$ cat src/rtl/sync_unit_pkg.sv
// Purpose: Shared constants and carriers for the basic cycle sync unit.
// Assumes: 100 MHz system clock; time values are counted in 0.1 ms units.
// Notes:   Register addresses are byte addresses of aligned 32-bit words.
package sync_unit_pkg;

  // ---------------------------------------------------------------
  // Timing
  // ---------------------------------------------------------------
  localparam int UNIT_NS        = 100_000;            // One time unit is 0.1 ms.
  localparam int CLK_NS         = 10;                 // System clock period.
  localparam int TBASE_CYCLES   = UNIT_NS / CLK_NS;   // Clock cycles per time unit.
  localparam int TB_W           = 16;                 // Prescaler counter width.
  localparam int UNIT_W         = 8;                  // Width of a time value.
  localparam logic [7:0] UNIT_MIN   = 8'h01;          // 0.1 ms.
  localparam logic [7:0] UNIT_MAX   = 8'hA0;          // 16 ms.
  localparam logic [7:0] PERIOD_RST = 8'h0A;          // 1.0 ms self period.
  localparam logic [7:0] EQUIV_RST  = 8'h0A;          // 1.0 ms equivalent period.
  localparam logic [7:0] DELAY_RST  = 8'h00;          // No delay.
  localparam int WDOG_W         = 10;                 // Watchdog counter width.
  localparam logic [9:0] LOSS_PERIODS = 10'h004;      // Missed periods before fallback.
  localparam int BLINK_W        = 12;                 // Blink counter width.
  localparam logic [11:0] BLINK_UNITS = 12'h09C4;     // 250 ms per blink phase.

  // ---------------------------------------------------------------
  // Register map
  // ---------------------------------------------------------------
  localparam int ADDR_W = 6;
  localparam logic [5:0] REG_CTRL     = 6'h00;
  localparam logic [5:0] REG_PERIOD   = 6'h04;
  localparam logic [5:0] REG_EQUIV    = 6'h08;
  localparam logic [5:0] REG_DELAY    = 6'h0C;
  localparam logic [5:0] REG_STATUS   = 6'h10;
  localparam logic [5:0] REG_TASK_SRC = 6'h14;
  localparam logic [5:0] REG_TASK_PER = 6'h20;        // Eight words, one per task.
  localparam int CTRL_W       = 11;
  localparam int ST_REENABLE  = 0;                    // Write one: re-enable, leave fallback.
  localparam int ST_CLR_ERR   = 1;                    // Write one: clear error flag.
  localparam int NUM_TASKS    = 8;

  // Trigger source codes of an interrupt task.
  localparam logic [1:0] SRC_NONE = 2'h0;
  localparam logic [1:0] SRC_CBUS = 2'h1;
  localparam logic [1:0] SRC_CNTA = 2'h2;
  localparam logic [1:0] SRC_CNTB = 2'h3;

  // ---------------------------------------------------------------
  // Carriers
  // ---------------------------------------------------------------
  // Control word; first field is the most significant bit.
  typedef struct packed {
    logic [2:0] irq_task;    // Bits 10:8, task whose pulse goes out.
    logic       irq_at_end;  // Bit 7, send at task end instead of start.
    logic       irq_tx_c;    // Bit 6, send task pulse on communication bus.
    logic       irq_tx_l;    // Bit 5, send task pulse on local bus.
    logic       tx_c;        // Bit 4, send tick on communication bus.
    logic       tx_l;        // Bit 3, send tick on local bus.
    logic       src_c;       // Bit 2, receive from communication bus.
    logic       src_irq;     // Bit 1, receive interrupt line, not tick line.
    logic       sync;        // Bit 0, synchronized mode.
  } ctrl_s;

  // Register port request.
  typedef struct packed {
    logic        wr;
    logic        rd;
    logic [5:0]  addr;
    logic [31:0] wdata;
  } bus_req_s;

  // The four backplane lines.
  typedef struct packed {
    logic tick_l;
    logic tick_c;
    logic irq_l;
    logic irq_c;
  } backplane_s;

endpackage : sync_unit_pkg

$ cat src/rtl/basic_cycle_sync_unit.sv
// Purpose: Makes the basic sampling tick and task triggers, self-timed or
//          synchronized to a peer on the backplane, with loss fallback.
// Assumes: Backplane and task inputs are synchronous to ref_clk_in.
// Notes on behaviour
// - Tick source drives tick onto chosen lines.
// - Receiver delays its tick by the offset.
// - Offset is rewritable while running.
// - Task pulse sent at task start or end.
// - Received interrupt pulse can make the tick.
// - Received interrupt pulse can trigger a task.
// - Four missed periods switch to local timer.
// - Fallback runs at equivalent sampling period.
// - Fallback sets error flag and blinks fault.
// - Only re-enable command leaves fallback.
// - Self period settable 0.1 to 16 ms.
// - Tick transmit needs a line, off after reset.
// - Sync source: basic-cycle line or interrupt line.
// - Equivalent period 0.1 to 16 ms, 1 ms default.
// - Delay up to equivalent period, default none.
// - Eight tasks, source bus irq or counters.
// - Each task has its own equivalent period.
// - After reset no task source, no transmit.
// - One selected task pulse sent on lines.
// - Start pulse: receivers start without delay.
// - End pulse: receivers start after sender done.
//
// The plain strobed port and the register addresses were decided locally.
`timescale 1ns/100ps
module basic_cycle_sync_unit #(
  parameter int TBASE = sync_unit_pkg::TBASE_CYCLES  // Clock cycles per 0.1 ms.
) (
  // Clock and reset.
  input  wire logic                           ref_clk_in,
  input  wire logic                           rst_in,
  // Register port.
  input  wire sync_unit_pkg::bus_req_s        reg_req_in,
  output logic [31:0]                         reg_rdata_out,
  // Backplane lines.
  input  wire sync_unit_pkg::backplane_s      bp_in,
  output sync_unit_pkg::backplane_s           bp_out,
  // Local task and counter events.
  input  wire logic [7:0]                     task_begin_in,
  input  wire logic [7:0]                     task_end_in,
  input  wire logic                           local_counter_a_in,
  input  wire logic                           local_counter_b_in,
  // Tick, task triggers and fault state.
  output logic                                basic_sampling_tick_out,
  output logic [7:0]                          task_trigger_out,
  output logic                                fault_blink_out,
  output logic                                fallback_out
);
  // ---------------------------------------------------------------
  // State
  // ---------------------------------------------------------------
  typedef struct packed {
    sync_unit_pkg::ctrl_s             ctrl;      // Mode and transmit options.
    logic [7:0]                       period;    // Self-generate period.
    logic [7:0]                       equiv;     // Equivalent sampling period.
    logic [7:0]                       delay;     // Offset after a received tick.
    logic [15:0]                      task_src;  // Two bits per task.
    logic [63:0]                      task_per;  // One byte per task.
    logic                             fallback;  // Local timer has taken over.
    logic                             err;       // Sticky loss error.
    logic [sync_unit_pkg::WDOG_W-1:0] wdog;      // Units since last tick.
    logic [sync_unit_pkg::BLINK_W-1:0] blink_cnt; // Units in blink phase.
    logic                             blink;     // Fault indication.
    logic [sync_unit_pkg::TB_W-1:0]   presc;     // Timebase prescaler.
    logic                             unit;      // Pulse per 0.1 ms.
    logic                             armed;     // Delay timer running.
    logic                             tick;      // Basic sampling tick.
    sync_unit_pkg::backplane_s        bp;        // Driven backplane pulses.
    logic [7:0]                       trig;      // Task triggers.
    logic [31:0]                      rdata;     // Read answer.
  } main_state_s;

  main_state_s s_q;  // Registered state.
  main_state_s s_d;  // Next state.

  // Clamp a written time value into 0.1 ms .. 16 ms.
  function automatic logic [7:0] clamp_units(input logic [7:0] v);
    if (v < sync_unit_pkg::UNIT_MIN) begin
      return sync_unit_pkg::UNIT_MIN;
    end else if (v > sync_unit_pkg::UNIT_MAX) begin
      return sync_unit_pkg::UNIT_MAX;
    end
    return v;
  endfunction : clamp_units

  // Pick the event that feeds a task from its source code.
  function automatic logic pick_src(input logic [1:0] src, input logic cbus,
                                    input logic ca, input logic cb);
    case (src)
      sync_unit_pkg::SRC_CBUS: return cbus;
      sync_unit_pkg::SRC_CNTA: return ca;
      sync_unit_pkg::SRC_CNTB: return cb;
      default:                 return 1'b0;
    endcase
  endfunction : pick_src

  // ---------------------------------------------------------------
  // Edge detection and timers
  // ---------------------------------------------------------------
  // Watchdog-width value, used for size casts of watchdog arithmetic.
  typedef logic [sync_unit_pkg::WDOG_W-1:0] wdog_t;

  logic [21:0] rise;        // Rising edges of all event inputs.
  logic        bp_tick_l_e; // Local bus tick line edge.
  logic        bp_tick_c_e; // Communication bus tick line edge.
  logic        bp_irq_l_e;  // Local bus interrupt line edge.
  logic        bp_irq_c_e;  // Communication bus interrupt line edge.
  logic        cnt_a_e;     // Counter a event.
  logic        cnt_b_e;     // Counter b event.
  logic [7:0]  beg_e;       // Task begin events.
  logic [7:0]  end_e;       // Task end events.
  logic        local_run;   // Local timer enabled.
  logic        local_fire;  // Local timer tick.
  logic        delay_fire;  // Delay timer expiry.
  logic [7:0]  eff_delay;   // Delay limited to the equivalent period.
  logic        ext_e;       // Selected received tick.
  logic        synced;      // Following the received tick.
  logic [9:0]  loss_limit;  // Units without a tick before fallback.
  logic        trip;        // Watchdog has expired.
  logic        irq_evt;     // Selected task event to send.
  logic        wr_status;   // Write to the status register.

  pulse_edge #(.N(22)) u_edges (
    .ref_clk_in (ref_clk_in),
    .rst_in     (rst_in),
    .lines_in   ({task_end_in, task_begin_in, local_counter_b_in,
                  local_counter_a_in, bp_in}),
    .rise_out   (rise)
  );

  assign {end_e, beg_e, cnt_b_e, cnt_a_e,
          bp_tick_l_e, bp_tick_c_e, bp_irq_l_e, bp_irq_c_e} = rise;

  // Self mode uses the period, fallback the equivalent period.
  assign local_run = !s_q.ctrl.sync || s_q.fallback;

  interval_timer #(.W(sync_unit_pkg::UNIT_W)) u_local (
    .ref_clk_in (ref_clk_in),
    .rst_in     (rst_in),
    .run_in     (local_run),
    .unit_in    (s_q.unit),
    .limit_in   (s_q.ctrl.sync ? s_q.equiv : s_q.period),
    .fire_out   (local_fire)
  );

  // The offset is read at use, so a new value applies at once, also to a delay already running.
  assign eff_delay = (s_q.delay > s_q.equiv) ? s_q.equiv : s_q.delay;

  interval_timer #(.W(sync_unit_pkg::UNIT_W)) u_delay (
    .ref_clk_in (ref_clk_in),
    .rst_in     (rst_in),
    .run_in     (s_q.armed && !ext_e),
    .unit_in    (s_q.unit),
    .limit_in   (eff_delay),
    .fire_out   (delay_fire)
  );

  // ---------------------------------------------------------------
  // Combinational decisions
  // ---------------------------------------------------------------
  // Source is the tick line or the interrupt line of the chosen bus.
  always_comb begin
    case ({s_q.ctrl.src_irq, s_q.ctrl.src_c})
      2'b00:   ext_e = bp_tick_l_e;
      2'b01:   ext_e = bp_tick_c_e;
      2'b10:   ext_e = bp_irq_l_e;
      default: ext_e = bp_irq_c_e;
    endcase
  end

  assign synced     = s_q.ctrl.sync && !s_q.fallback;
  assign loss_limit = wdog_t'(s_q.equiv) * sync_unit_pkg::LOSS_PERIODS;
  assign trip       = synced && (s_q.wdog >= loss_limit);
  // Start pulse lets receivers run alongside; end pulse waits for completion.
  assign irq_evt    = s_q.ctrl.irq_at_end ? end_e[s_q.ctrl.irq_task]
                                          : beg_e[s_q.ctrl.irq_task];
  assign wr_status  = reg_req_in.wr && (reg_req_in.addr == sync_unit_pkg::REG_STATUS);

  // ---------------------------------------------------------------
  // Next state
  // ---------------------------------------------------------------
  always_comb begin
    s_d = s_q;
    // Prescaler makes one pulse per time unit.
    s_d.unit = 1'b0;
    if (s_q.presc >= sync_unit_pkg::TB_W'(TBASE - 1)) begin
      s_d.presc = '0;
      s_d.unit  = 1'b1;
    end else begin
      s_d.presc = s_q.presc + sync_unit_pkg::TB_W'(1);
    end

    // Register writes; time values are clamped to the legal range.
    if (reg_req_in.wr) begin
      case (reg_req_in.addr)
        sync_unit_pkg::REG_CTRL:
          s_d.ctrl = sync_unit_pkg::ctrl_s'(reg_req_in.wdata[sync_unit_pkg::CTRL_W-1:0]);
        sync_unit_pkg::REG_PERIOD: s_d.period = clamp_units(reg_req_in.wdata[7:0]);
        sync_unit_pkg::REG_EQUIV:  s_d.equiv  = clamp_units(reg_req_in.wdata[7:0]);
        sync_unit_pkg::REG_DELAY: begin
          // Zero means no delay; any other value is clamped.
          s_d.delay = (reg_req_in.wdata[7:0] == 8'h00) ? 8'h00
                                                       : clamp_units(reg_req_in.wdata[7:0]);
        end
        sync_unit_pkg::REG_TASK_SRC: s_d.task_src = reg_req_in.wdata[15:0];
        default: begin
          // Per-task periods; other addresses are ignored.
          if (reg_req_in.addr[5]) begin
            s_d.task_per[reg_req_in.addr[4:2]*8 +: 8] = clamp_units(reg_req_in.wdata[7:0]);
          end
        end
      endcase
    end

    // Leaving fallback needs the re-enable command; set wins over clear.
    if (wr_status && reg_req_in.wdata[sync_unit_pkg::ST_REENABLE]) begin
      s_d.fallback = 1'b0;
    end
    if (wr_status && reg_req_in.wdata[sync_unit_pkg::ST_CLR_ERR]) begin
      s_d.err = 1'b0;
    end
    if (trip) begin
      s_d.fallback = 1'b1;
      s_d.err      = 1'b1;
    end

    // Watchdog restarts on each received tick.
    if (!synced || ext_e || trip) begin
      s_d.wdog = '0;
    end else if (s_q.unit) begin
      s_d.wdog = s_q.wdog + wdog_t'(1);
    end

    // Blink toggles every blink phase while in fallback.
    if (!s_q.fallback) begin
      s_d.blink_cnt = '0;
      s_d.blink     = 1'b0;
    end else if (s_q.unit) begin
      if (s_q.blink_cnt >= sync_unit_pkg::BLINK_UNITS - 12'h001) begin
        s_d.blink_cnt = '0;
        s_d.blink     = !s_q.blink;
      end else begin
        s_d.blink_cnt = s_q.blink_cnt + 12'h001;
      end
    end

    // A received tick arms the delay; a later tick restarts it.
    if (synced && ext_e && (eff_delay != 8'h00)) begin
      s_d.armed = 1'b1;
    end else if (delay_fire || !synced) begin
      s_d.armed = 1'b0;
    end

    // Tick: direct, delayed, or from the local timer.
    s_d.tick = (synced && ext_e && (eff_delay == 8'h00))
            || (synced && s_q.armed && delay_fire)
            || (local_run && local_fire);
    s_d.bp.tick_l = s_d.tick && s_q.ctrl.tx_l;
    s_d.bp.tick_c = s_d.tick && s_q.ctrl.tx_c;
    s_d.bp.irq_l  = irq_evt && s_q.ctrl.irq_tx_l;
    s_d.bp.irq_c  = irq_evt && s_q.ctrl.irq_tx_c;

    // Task triggers follow their configured source.
    for (int i = 0; i < sync_unit_pkg::NUM_TASKS; i++) begin
      s_d.trig[i] = pick_src(s_q.task_src[2*i +: 2], bp_irq_c_e, cnt_a_e, cnt_b_e);
    end

    // Read answer stands for one cycle only.
    s_d.rdata = '0;
    if (reg_req_in.rd) begin
      case (reg_req_in.addr)
        sync_unit_pkg::REG_CTRL:     s_d.rdata = 32'(s_q.ctrl);
        sync_unit_pkg::REG_PERIOD:   s_d.rdata = 32'(s_q.period);
        sync_unit_pkg::REG_EQUIV:    s_d.rdata = 32'(s_q.equiv);
        sync_unit_pkg::REG_DELAY:    s_d.rdata = 32'(s_q.delay);
        sync_unit_pkg::REG_STATUS:   s_d.rdata = 32'({s_q.err, s_q.fallback, synced});
        sync_unit_pkg::REG_TASK_SRC: s_d.rdata = 32'(s_q.task_src);
        default: begin
          if (reg_req_in.addr[5]) begin
            s_d.rdata = 32'(s_q.task_per[reg_req_in.addr[4:2]*8 +: 8]);
          end
        end
      endcase
    end
  end

  // ---------------------------------------------------------------
  // State register
  // ---------------------------------------------------------------
  // Reset leaves every transmit option off and no task source set.
  always_ff @(posedge ref_clk_in or posedge rst_in) begin
    if (rst_in) begin
      s_q          <= '0;
      s_q.period   <= sync_unit_pkg::PERIOD_RST;
      s_q.equiv    <= sync_unit_pkg::EQUIV_RST;
      s_q.delay    <= sync_unit_pkg::DELAY_RST;
      s_q.task_per <= {8{sync_unit_pkg::EQUIV_RST}};
    end else begin
      s_q <= s_d;
    end
  end

  assign reg_rdata_out           = s_q.rdata;
  assign bp_out                  = s_q.bp;
  assign basic_sampling_tick_out = s_q.tick;
  assign task_trigger_out        = s_q.trig;
  assign fault_blink_out         = s_q.blink;
  assign fallback_out            = s_q.fallback;

  // ---------------------------------------------------------------
  // Assertions
  // ---------------------------------------------------------------
  a_tick_on_bus: assert property (@(posedge ref_clk_in) disable iff (rst_in)
    (bp_out.tick_l || bp_out.tick_c) |-> basic_sampling_tick_out)
    else $error("Backplane tick without own tick.");

  a_tx_gated: assert property (@(posedge ref_clk_in) disable iff (rst_in)
    !$past(s_q.ctrl.tx_l) |-> !bp_out.tick_l)
    else $error("Tick driven on local bus while disabled.");

  a_direct_tick: assert property (@(posedge ref_clk_in) disable iff (rst_in)
    (synced && ext_e && eff_delay == 8'h00) |=> basic_sampling_tick_out)
    else $error("Undelayed received tick not passed on.");

  a_loss_trip: assert property (@(posedge ref_clk_in) disable iff (rst_in)
    (synced && s_q.wdog >= loss_limit) |=> (fallback_out && s_q.err))
    else $error("Watchdog expiry did not enter fallback.");

  a_fallback_holds: assert property (@(posedge ref_clk_in) disable iff (rst_in)
    (fallback_out && !(wr_status && reg_req_in.wdata[sync_unit_pkg::ST_REENABLE]))
      |=> fallback_out)
    else $error("Fallback left without re-enable.");

  a_blink_idle: assert property (@(posedge ref_clk_in) disable iff (rst_in)
    !fallback_out |=> !fault_blink_out)
    else $error("Fault blinks outside fallback.");

  a_irq_send: assert property (@(posedge ref_clk_in) disable iff (rst_in)
    (irq_evt && s_q.ctrl.irq_tx_c) |=> bp_out.irq_c)
    else $error("Task pulse not sent on communication bus.");

  a_task_none: assert property (@(posedge ref_clk_in) disable iff (rst_in)
    (s_q.task_src[1:0] == sync_unit_pkg::SRC_NONE) |=> !task_trigger_out[0])
    else $error("Task without source was triggered.");

  a_rdata_idle: assert property (@(posedge ref_clk_in) disable iff (rst_in)
    !reg_req_in.rd |=> (reg_rdata_out == 32'h0000_0000))
    else $error("Read data present without a read.");
endmodule : basic_cycle_sync_unit

$ cat src/rtl/pulse_edge.sv
// Purpose: Registered rising-edge detector for a vector of event lines.
// Assumes: Inputs are synchronous to the clock.
// Notes:   One cycle of latency from a line rising to its pulse.
`timescale 1ns/100ps
module pulse_edge #(
  parameter int N = 4
) (
  input  wire logic         ref_clk_in,
  input  wire logic         rst_in,
  input  wire logic [N-1:0] lines_in,
  output logic      [N-1:0] rise_out
);
  // State: previous line levels and the detected pulses.
  typedef struct packed {
    logic [N-1:0] prev;
    logic [N-1:0] rise;
  } edge_state_s;

  edge_state_s s_q;  // Registered state.
  edge_state_s s_d;  // Next state.

  // A pulse marks a line that was low and is now high.
  always_comb begin
    s_d.prev = lines_in;
    s_d.rise = lines_in & ~s_q.prev;
  end

  // Register the state.
  always_ff @(posedge ref_clk_in or posedge rst_in) begin
    if (rst_in) begin
      s_q <= '0;
    end else begin
      s_q <= s_d;
    end
  end

  assign rise_out = s_q.rise;
endmodule : pulse_edge

$ cat src/rtl/interval_timer.sv
// Purpose: Counts time units and fires once each time the limit is reached.
// Assumes: unit_in is a one-cycle pulse per time unit.
// Notes:   Held cleared while run_in is low; a limit of zero acts as one.
`timescale 1ns/100ps
module interval_timer #(
  parameter int W = 8
) (
  input  wire logic         ref_clk_in,
  input  wire logic         rst_in,
  input  wire logic         run_in,
  input  wire logic         unit_in,
  input  wire logic [W-1:0] limit_in,
  output logic              fire_out
);
  typedef struct packed {
    logic [W-1:0] count;
    logic         fire;
  } timer_state_s;

  timer_state_s s_q;  // Registered state.
  timer_state_s s_d;  // Next state.

  // Count units; on the last one restart from zero and fire.
  always_comb begin
    s_d = s_q;
    s_d.fire = 1'b0;
    if (!run_in) begin
      s_d.count = '0;
    end else if (unit_in) begin
      if ((s_q.count + W'(1)) >= limit_in) begin
        s_d.count = '0;
        s_d.fire  = 1'b1;
      end else begin
        s_d.count = s_q.count + W'(1);
      end
    end
  end

  // Register the state.
  always_ff @(posedge ref_clk_in or posedge rst_in) begin
    if (rst_in) begin
      s_q <= '0;
    end else begin
      s_q <= s_d;
    end
  end

  assign fire_out = s_q.fire;
endmodule : interval_timer

$ cat config.mk
export PLATFORM = sky130hd
export DESIGN_NAME = basic_cycle_sync_unit
export DESIGN_NICKNAME = d
export VERILOG_FILES = /design/src/rtl/sync_unit_pkg.sv /design/src/rtl/basic_cycle_sync_unit.sv /design/src/rtl/pulse_edge.sv /design/src/rtl/interval_timer.sv
export SDC_FILE = /design/constraint.sdc
export NUM_CORES = 1
export LEC_CHECK = 0
export BUFFER_PORTS_ARGS = -buffer_cell sky130_fd_sc_hd__buf_4
export CORE_MARGIN = 2
export CORE_UTILIZATION = 57
export CTS_CLUSTER_SIZE = 10
export DETAILED_ROUTE_END_ITERATION = 6
export PLACE_DENSITY_LB_ADDON = 0.25
export SLEW_MARGIN = 5
export SYNTH_ARGS = -nofsm -noshare
export SYNTH_HDL_FRONTEND = slang
export SYNTH_SLANG_ARGS = --single-unit
$ cat constraint.sdc
create_clock -name ref_clk_in -period 9.2 [get_ports ref_clk_in]
set_input_delay 0.92 -clock ref_clk_in [delete_from_list [all_inputs] [get_ports ref_clk_in]]
set_output_delay 0.92 -clock ref_clk_in [all_outputs]
set_load 0.01 [all_outputs]
# Word level (Yosys, flattened, before mapping)
# Cells that the tools add are included.
[classes]
shift = 3
add_sub_neg = 6
order_cmp = 9
n_eq_ne = 35
bitwise = 3
n_reduce_logical = 44
mux = 64
[op_table]
columns = ["operator", "n"]
rows = [
  ["two-way mux 8 bit", 17],
  ["case mux 16 bit (6 select lines)", 1],
  ["bitwise mux 64 bit", 1],
  ["variable shift 8 x 34 -> 64 bit (first input constant)", 1],
  ["variable part select 64 x 7 -> 8 bit", 1],
  ["variable part select 8 x 34 -> 64 bit", 1],
  ["== test 2 bit (second input constant)", 17],
  ["negation 6 -> 34 bit", 1],
  ["two-way mux 16 bit", 2],
  ["case mux 1 bit (3 select lines)", 9],
  ["two-way mux 13 bit", 2],
  ["two-way mux 1 bit", 24],
  ["bitwise AND 22 bit", 1],
  ["inverter 22 bit", 1],
  ["two-way mux 10 bit", 2],
  ["== test 2 x 1 -> 1 bit (second input constant)", 9],
  ["two-way mux 9 bit", 2],
  ["adder 16 x 1 -> 16 bit (second input constant)", 1],
  ["adder 8 x 1 -> 8 bit (second input constant)", 2],
  ["greater-or-equal comparator 16 x 14 -> 1 bit (second input constant)", 1],
  ["greater-or-equal comparator 8 bit", 2],
  ["logical AND 1 bit", 16],
  ["zero test 8 bit", 2],
  ["adder 12 x 1 -> 12 bit (second input constant)", 1],
  ["25 further kinds", 47],
]
[word_totals]
elab_cells = 199
in_bits = 64
reg_bits = 265
output_inout_bits = 47

# Logic depth before layout (Yosys ltp)
# Gate-level depths: netlist of the first run.
[depth]
depth_word = 12
mapped_depth = 14
mapped_depth_nobuf = 13

# Modules after synthesis
# From an unflattened synthesis of the first run, not the netlist that was laid out.
[hier_totals]
cells_unflattened = 1100
area_unflattened_um2 = 12554.5
[modules_own_cells]
columns = ["mod", "n_inst", "area_each_um2", "cells_per_inst", "seq_area_each_um2"]
rows = [
  ["basic_cycle_sync_unit", 1, 9638.0, 875, 4704.5],
  ["pulse_edge", 1, 1572.8, 89, 1101.1],
  ["interval_timer", 2, 671.9, 68, 225.2],
]

# Least setup slack after synthesis of the first run
# OpenSTA, ideal clock, no wires.
[synth_path]
path_type = "register -> register"
from = "reg s_q[177] in the netlist's numbering"
to = "reg u_delay.s_q[6] in the netlist's numbering"
t_required_ns = 9.099
period_less_slack_ns = 3.380
path_stages_with_launch = 15
arrival_time_ns = 3.279
path_slack_ns = 5.820
setup_time_ns = 0.101
cell_sequence = "dfstp_2 inv_1 ha_1 nor2b_1 o211ai_1 o2111a_1 or2_2 clkbuf_1 mux2_2 ha_1 nor2b_1 o21ai_0 a41oi_1 nor3_1 nor4_1"
[synth_via]
elab_chain_cells = 6
[synth_lines]
columns = ["element", "line_no", "rtl"]
rows = [
  ["start: declaration", "basic_cycle_sync_unit.sv:76", "main_state_s s_q;"],
  ["> comparator 8 bit", "basic_cycle_sync_unit.sv:150", "assign eff_delay = (s_q.delay > s_q.equiv) ? s_q.equiv : s_q.delay;"],
  ["two-way mux 8 bit (*)", "basic_cycle_sync_unit.sv:150", ""],
  ["greater-or-equal comparator 8 bit (*)", "interval_timer.sv:30", "if ((s_q.count + W'(1)) >= limit_in) begin"],
  ["two-way mux 8 bit (*)", "interval_timer.sv:30", ""],
  ["two-way mux 9 bit (*)", "interval_timer.sv:29", "end else if (unit_in) begin"],
  ["two-way mux 8 bit (*)", "interval_timer.sv:27", "if (!run_in) begin"],
  ["end signal: assignment", "interval_timer.sv:42", "s_q <= '0;"],
  ["end signal: assignment", "interval_timer.sv:44", "s_q <= s_d;"],
  ["end: declaration", "interval_timer.sv:20", "timer_state_s s_q;"],
]
# Mark *: on every way between the ends. The rest lies on a longest branch, timed or not. The select of a mux whose other input is x is not followed.
# A chain may end at the register's enable or synchronous reset.

# Worst setup path in the final report of the first run
# Ends and elaborated chain as after synthesis.

==> summary.txt, run 1 <==
Outcome
  – Status: complete, no violations

Global routing
  – Antenna violations before repair: 0
  – Total GRT Usage: 25.4%
  – Largest net degree at the start of global routing: 103
  – First-pass GRT wire length: 44.9 mm
  – M1 GR Usage: 35.4%
  – Grt peak-use layer: met2
  – Number of global-route vias before repair: 8,509
  – Met3 Usage GRT: 3.38%
  – GRT overflow: 0
  – Met2 global-route usage: 41.6%

Worst setup path
  – Crit start category: register
  – CP max stage delay: between 0.7 and 0.8 ns
  – Worst setup EP type: register
  – Critical path buffers and inverters: 1
  – Worst-path maximum fanout: 11
  – Crit path DAT: 4.65 ns
  – Crit-path slowest cell: o21ai_0
  – CP delay by family, top: compound AO/OA/AOI/OAI gates
  – Required time worst endpoint: 9.64 ns
  – Critical-path cell list: inv_1 > ha_1 > nand4_1 > o21ai_0 > or2_2 > mux2_2 > ha_1 > nor2b_1 > o21ai_0 > a41oi_1 > nor3_1 > nor4_1
  – Crit Path Class: reg -> reg

Routing
  – Avg WL per Cell: 18.9 um
  – Vias per cell: 5.92
  – DRC marker count from the first detailed-route iteration: 597
  – Post-DRT Antenna Nets: 0
  – WL final: ~27 mm
  – DRT Pass-1 Iters: 5
  – DR DRC count: 0
  – Vias: 8,524

Timing
  – Finish-stage setup viols: 0
  – Min cycle time layout: between 4 and 5 ns
  – Slew @ Worst Pin: slightly below 1 ns
  – Final WS setup: about 5.0 ns
  – Final Hold Vio Count: 0
  – Setup TNS: 0 ns
  – FMAX: 237 MHz
  – RSZ-0062 raised after global routing: false
  – Final period util: between 40% and 50%
  – Skew final: 0.0145 ns
  – Slew Limit Fails: 0
  – Relative slew slack: 33.3%

CTS
  – Clk slew on worst S/H paths: approximately 0.060 ns
  – TritonCTS clock tree: yes
  – Inserted Clock Buffers: 29
  – # Post-CTS Setup Buffers: 0
  – Clock Tree Root: clkbuf_16
  – Longest Clk Path Bufs: 3
  – Hold-fix buffers, CTS: 0
  – H-Tree Depth: 1
  – Post-cts resize count: 0
  – Clk sinks: around 250
  – Worst-Skew Late Latency: about 0.55 ns

Die
  – Die area: 22,500 um2
  – Die Wd: 150 um
  – Core area: 21,000 um2
  – IO Count: 111
  – Num rows: 53
  – Die Ht: between 100 and 150 um
  – Initial Util: 57.9%

Logic synthesis
  – Mapped cell area: about 12,000 um2
  – Commonest cells in the synthesized netlist: dfrtp_1 (229), nand2_1 (121), o21ai_0 (90)
  – Synth Area in Compound Gates: a little over a tenth
  – Post-synth top area cell: dfrtp_1
  – Syn Inst Count: between 1,000 and 1,500
  – Synth Flop Type: dfrtp_1
  – Post-synth EDFFs: 0
  – Syn Area/Cell: 10.9 um2
  – Top post-synthesis cells by area: dfrtp_1 (47%), mux2_2 (5.3%), ha_1 (4.4%)
  – Largest family of logic cells by synthesized area: simple AND/OR/NAND/NOR gates
  – Ys async rst share: 100%
  – Mux share of post-synthesis cell area: 11.3%
  – Simple-gate share of the synthesized area: 13.7%
  – Post-synthesis sequential area ratio: 51.6%
  – Top-count cell post-synth: dfrtp_1
  – Synthesis-stage register bit count: about 250
  – Ys Warns: 0
  – Netlist cell types: 66
  – Adder-cell area share of the yosys netlist: 4.44%
  – Post-synth top area share: between 40% and 50%
  – Synth Area in XOR/XNOR: 2.74%

Placement
  – Worst slack, placed: 4.97 ns
  – GPL Wtd Cong: 0.907
  – DP Cell Count: 1,399
  – DPL Wire Length: 18.5 mm
  – Port buffer count: 78

Finish
  – Fin nets: 1,262
  – Register Area: between 6000 and 7000 um2
  – Area Overhead vs Synth: 11.3%
  – Layout cell share with drive strength beyond 1: 20.0%
  – Non-Filler Instances: ~1,400
  – # diodes: 0
  – Layout fillers: 1,650
  – Multi-input logic area: 5270 um2

Pwr
  – Maximum VDD drop: 131 uV
  – PwrDens: 211 nW/um2
  – P_leak: 6.12 nW
  – Tot Pwr: roughly 2.8 mW

Hold path
  – Worst Hold Class: reg -> reg

Job
  – MaxCap Viol Count: 0
[through the flow]
stage | area (um2) | util [%] | hold slack, ns
after floorplan | 12200 | - | 0.378
after global placement | 12600 | 60.4 | 0.380
after detailed placement | 12600 | 60.4 | 0.386
after global routing | 13500 | 64.4 | 0.400
final | 13500 | 64.4 | 0.387
after CTS | 13500 | 64.4 | 0.390
[final cells by class]
type	count	area share, %
repair buffers	84	4.67
clock buffers	40	5.91
clock inverters	2	0.371
flip-flops and latches	249	46.4
well taps	275	2.55
multi-input cells	754	39.1
inverters	37	1.08
[final timing paths]
check	start	to	slack (ns)	depth (start not counted)
min in group asynchronous	rst_in	reg_rdata_out[13]$_DFF_PP0_	0.46	2
max in group asynchronous	rst_in	s_q[132]$_DFFE_PP0P_	6.43	4
max reg2reg	s_q[177]$_DFFE_PP1P_	u_delay.s_q[6]$_DFFE_PP0P_	4.99	12
max	s_q[177]$_DFFE_PP1P_	u_delay.s_q[6]$_DFFE_PP0P_	4.99	12
min reg2reg	u_edges.s_q[37]$_DFF_PP0_	u_edges.rise_out[15]$_DFF_PP0_	0.39	1
min	u_edges.s_q[37]$_DFF_PP0_	u_edges.rise_out[15]$_DFF_PP0_	0.39	1
[logic make-up (layout without fill, tap and decap cells)]
| group | count (synthesis) | in the layout |
|---|---|---|
| xor+xnor | 38 | 38 |
| fa+ha+maj | 43 | 43 |
| flops | 249 | 249 |
| simple gates | 347 | 347 |
| mux | 102 | 102 |
| buf+inv | 128 | 163 |
| compound gates | 206 | 206 |
| other cells | 1 | 18 |
[layout by cell type (no fill, tap or decap), drive strengths merged, types with 8 or more instances in the layout]
master | synthesis | final
dfrtp | 229 | 229
nand2 | 122 | 122
o21ai | 93 | 93
buf | 61 | 84
nor2 | 74 | 74
mux2 | 57 | 57
ha | 43 | 43
clkbuf | 30 | 40
nand3 | 38 | 38
inv | 36 | 37
nor2b | 29 | 29
a21oi | 29 | 29
xor2 | 26 | 26
and3 | 23 | 23
mux2i | 23 | 23
mux4 | 22 | 22
dfstp | 20 | 20
conb | 1 | 18
nor3 | 17 | 17
xnor2 | 12 | 12
o31ai | 11 | 11
nor4 | 11 | 11
o22ai | 10 | 10
o211ai | 9 | 9
nand4 | 9 | 9
a222oi | 8 | 8
[registers in the layout, summed over array words and instances, names as in the netlist, 4 cells and up]
| name | count |
|---|---|
| u_local.s_q | 8 |
| task_trigger_out | 8 |
| u_edges.s_q | 22 |
| bp_out | 4 |
| reg_rdata_out | 16 |
| s_q | 156 |
| u_edges.rise_out | 22 |
| u_delay.s_q | 8 |
[report_power, final]
part	total [mW]	internal, mW	switching (mW)
Sequential	1.34	1.23	0.107
Clock	1.05	0.622	0.425
Combinational	0.462	0.206	0.256
Total	2.85	2.06	0.788
[metal layers]
metal | up-vias | wire (um)
met5 | - | 0
met4 | 0 | 748
met3 | 69 | 1510
met2 | 265 | 13300
met1 | 4215 | 11700
li1 | 3975 | -
(Power assumes the default switching activity.)
==> run 2, diff against run 1 <==
==> constraint.sdc (replaced) <==
create_clock -name ref_clk_in -period 3.88 [get_ports ref_clk_in]
set_input_delay 0.388 -clock ref_clk_in [delete_from_list [all_inputs] [get_ports ref_clk_in]]
set_output_delay 0.388 -clock ref_clk_in [all_outputs]
set_load 0.01 [all_outputs]
==> run 2 against run 1 <==
- the flow now finishes with violations (hold timing)
- total power increased by 140%
- sequential share of layout area fell by 1.3 points
- flip-flop and latch count stayed put
- global-route usage rose by 0.75 points
- via count is 1.3% higher
==> summary.txt, run 2 (synthesis results as in run 1) <==
Die
  – Core area: about 21,000 um2
  – IO Count: around 110
  – Num rows: 53
  – Die Ht: approximately 150 um
  – Die Wd: approximately 150 um
  – Die area: between 20,000 and 25,000 um2
  – Initial Util: a little under 60%

Worst setup path
  – Required time worst endpoint: 4.31 ns
  – Crit start category: register
  – Crit path DAT: 3.90 ns
  – Worst setup EP type: register
  – Worst-path maximum fanout: 11
  – Crit Path Class: reg -> reg

CTS
  – TritonCTS clock tree: yes
  – Worst-Skew Late Latency: 0.54 ns
  – Longest Clk Path Bufs: 3
  – H-Tree Depth: 1
  – # Post-CTS Setup Buffers: 0
  – Clock Tree Root: clkbuf_16
  – Clk slew on worst S/H paths: 0.06 ns
  – Inserted Clock Buffers: 29
  – Clk sinks: roughly 250

Finish
  – Most common cell after layout, fill and taps aside: dfrtp_1
  – Layout cell share with drive strength beyond 1: 20.7%
  – Most frequent cells in the layout: dfrtp_1 (229), nand2_1 (121), buf_4 (100)
  – Area Overhead vs Synth: 14.3%
  – Fin nets: 1,302
  – Layout fillers: between 1,500 and 2,000
  – Max reg flops: 156
  – Reg with most FFs: s_q
  – # diodes: 0

Timing
  – Final WS setup: 0.414 ns
  – Slew Limit Fails: 0
  – FMAX: 289 MHz
  – Slew @ Worst Pin: roughly 0.91 ns
  – Relative slew slack: 38.6%
  – Min cycle time layout: approximately 3.5 ns
  – Setup TNS: 0 ns
  – Final period util: 89.3%
  – Skew final: 0.00856 ns
  – Finish-stage setup viols: 0
  – RSZ-0062 raised after global routing: false
  – Final Hold Vio Count: 8
  – Final Hold Slack: -0.00210 ns

Placement
  – DPL Wire Length: 19.5 mm
  – Worst slack, placed: around 0.3 ns
  – GPL Wtd Cong: 0.882
  – Port buffer count: 78

Pwr
  – P_leak: 6.30 nW
  – Maximum VDD drop: 374 uV
  – PwrDens: 490 nW/um2

Hold path
  – Worst Hold Class: in -> async

Routing
  – DR DRC count: 0
  – WL final: 28.0 mm
  – Avg WL per Cell: 18.9 um
  – Vias per cell: 5.81
  – Post-DRT Antenna Nets: 0
  – Vias: 8,639
  – DRC marker count from the first detailed-route iteration: around 580
  – DRT Pass-1 Iters: 5

Global routing
  – GRT overflow: 0
  – Largest net degree at the start of global routing: slightly above 60
  – First-pass GRT wire length: roughly 46 mm
  – Antenna violations before repair: 1
  – Number of global-route vias before repair: 8,707
  – Total GRT Usage: 26.1%

Outcome
  – Failing checks: hold timing
  – Status: complete, but fails checks

Job
  – MaxCap Viol Count: 0
==> run 2: changes by cell type in the layout (fill, tap and decap cells not counted), sizes merged <==
cell         delta
clkinvlp        +1
dlygate4sd3    +22
buf            +18
inv             -1
clkbuf          +5
==> run 2: repair_timing <==
| item | in CTS | in global routing |
|---|---|---|
| hold buffers | 22 | 0 |
| resized for setup | 0 | 1 |
| endpoints found under the hold margin | 22 | 0 |
| endpoints found under the setup margin | 0 | 1 |
==> run 2: worst paths after layout <==
| check | endpoint | cells past startpoint | startpoint | slack [ns] |
|---|---|---|---|---|
| max | u_delay.s_q[8]$_DFFE_PP0P_ | 14 | s_q[177]$_DFFE_PP1P_ | 0.41 |
| min | reg_rdata_out[15]$_DFF_PP0_ | 2 | rst_in | -0.002 |
| max reg2reg | u_delay.s_q[8]$_DFFE_PP0P_ | 14 | s_q[177]$_DFFE_PP1P_ | 0.41 |
| min reg2reg | u_edges.rise_out[12]$_DFF_PP0_ | 1 | u_edges.s_q[34]$_DFF_PP0_ | 0.38 |
| max in group asynchronous | u_edges.rise_out[11]$_DFF_PP0_ | 3 | rst_in | 2.94 |
| min in group ref_clk_in | s_q[167]$_DFFE_PP0P_ | 2 | reg_req_in[15] | 0.08 |
==> run 2: layout make-up <==
cell class | instances | area (um2) | area share (%)
Sequential cell | 249 | 6260 | 45.1
Clock buffer | 45 | 806 | 5.81
Timing Repair Buffer | 124 | 1010 | 7.29
Clock inverter | 2 | 38.8 | 0.280
Inverter | 37 | 143 | 1.03
Tap cell | 275 | 344 | 2.48
Multi-Input combinational cell | 754 | 5270 | 38.0
==> run 2: layer usage <==
metal  share of wire (%)  vias to the layer above  global-route usage [%]
li1                    -                     4049                       -
met1                  41                     4227                    34.7
met2                  50                      291                    43.9
met3                 5.9                       70                    4.57
met4                 3.1                        2                    8.44
met5               0.043                        -                       0
==> run 2: critical path, stage by stage, from the launching register on <==
cell and delay [ns]:
dfstp_2 0.56, inv_1 0.09, ha_1 0.29, nor2b_1 0.13, o211ai_1 0.16, o2111a_2 0.34
or2_2 0.24, mux2_2 0.35, ha_1 0.27, nor2b_1 0.09, o21ai_0 0.09, a41oi_1 0.21
buf_4 0.18, nor2_1 0.06, o32ai_1 0.29
==> run 2: power by group <==
part           switching, mW  internal (mW)
logic                  0.622          0.531
registers              0.251           2.92
clock network           1.00           1.47
==> run 2: metrics by stage <==
step,area [um2],utilization (%),cells,power (mW)
after global routing,13900,66.2,1486,7.15
after CTS,13900,66.2,1486,6.84
after detailed placement,12800,61.1,1417,4.34
final,13900,66.2,1486,6.80
after global placement,12800,61.1,1417,4.29
after floorplan,12200,-,1131,3.98
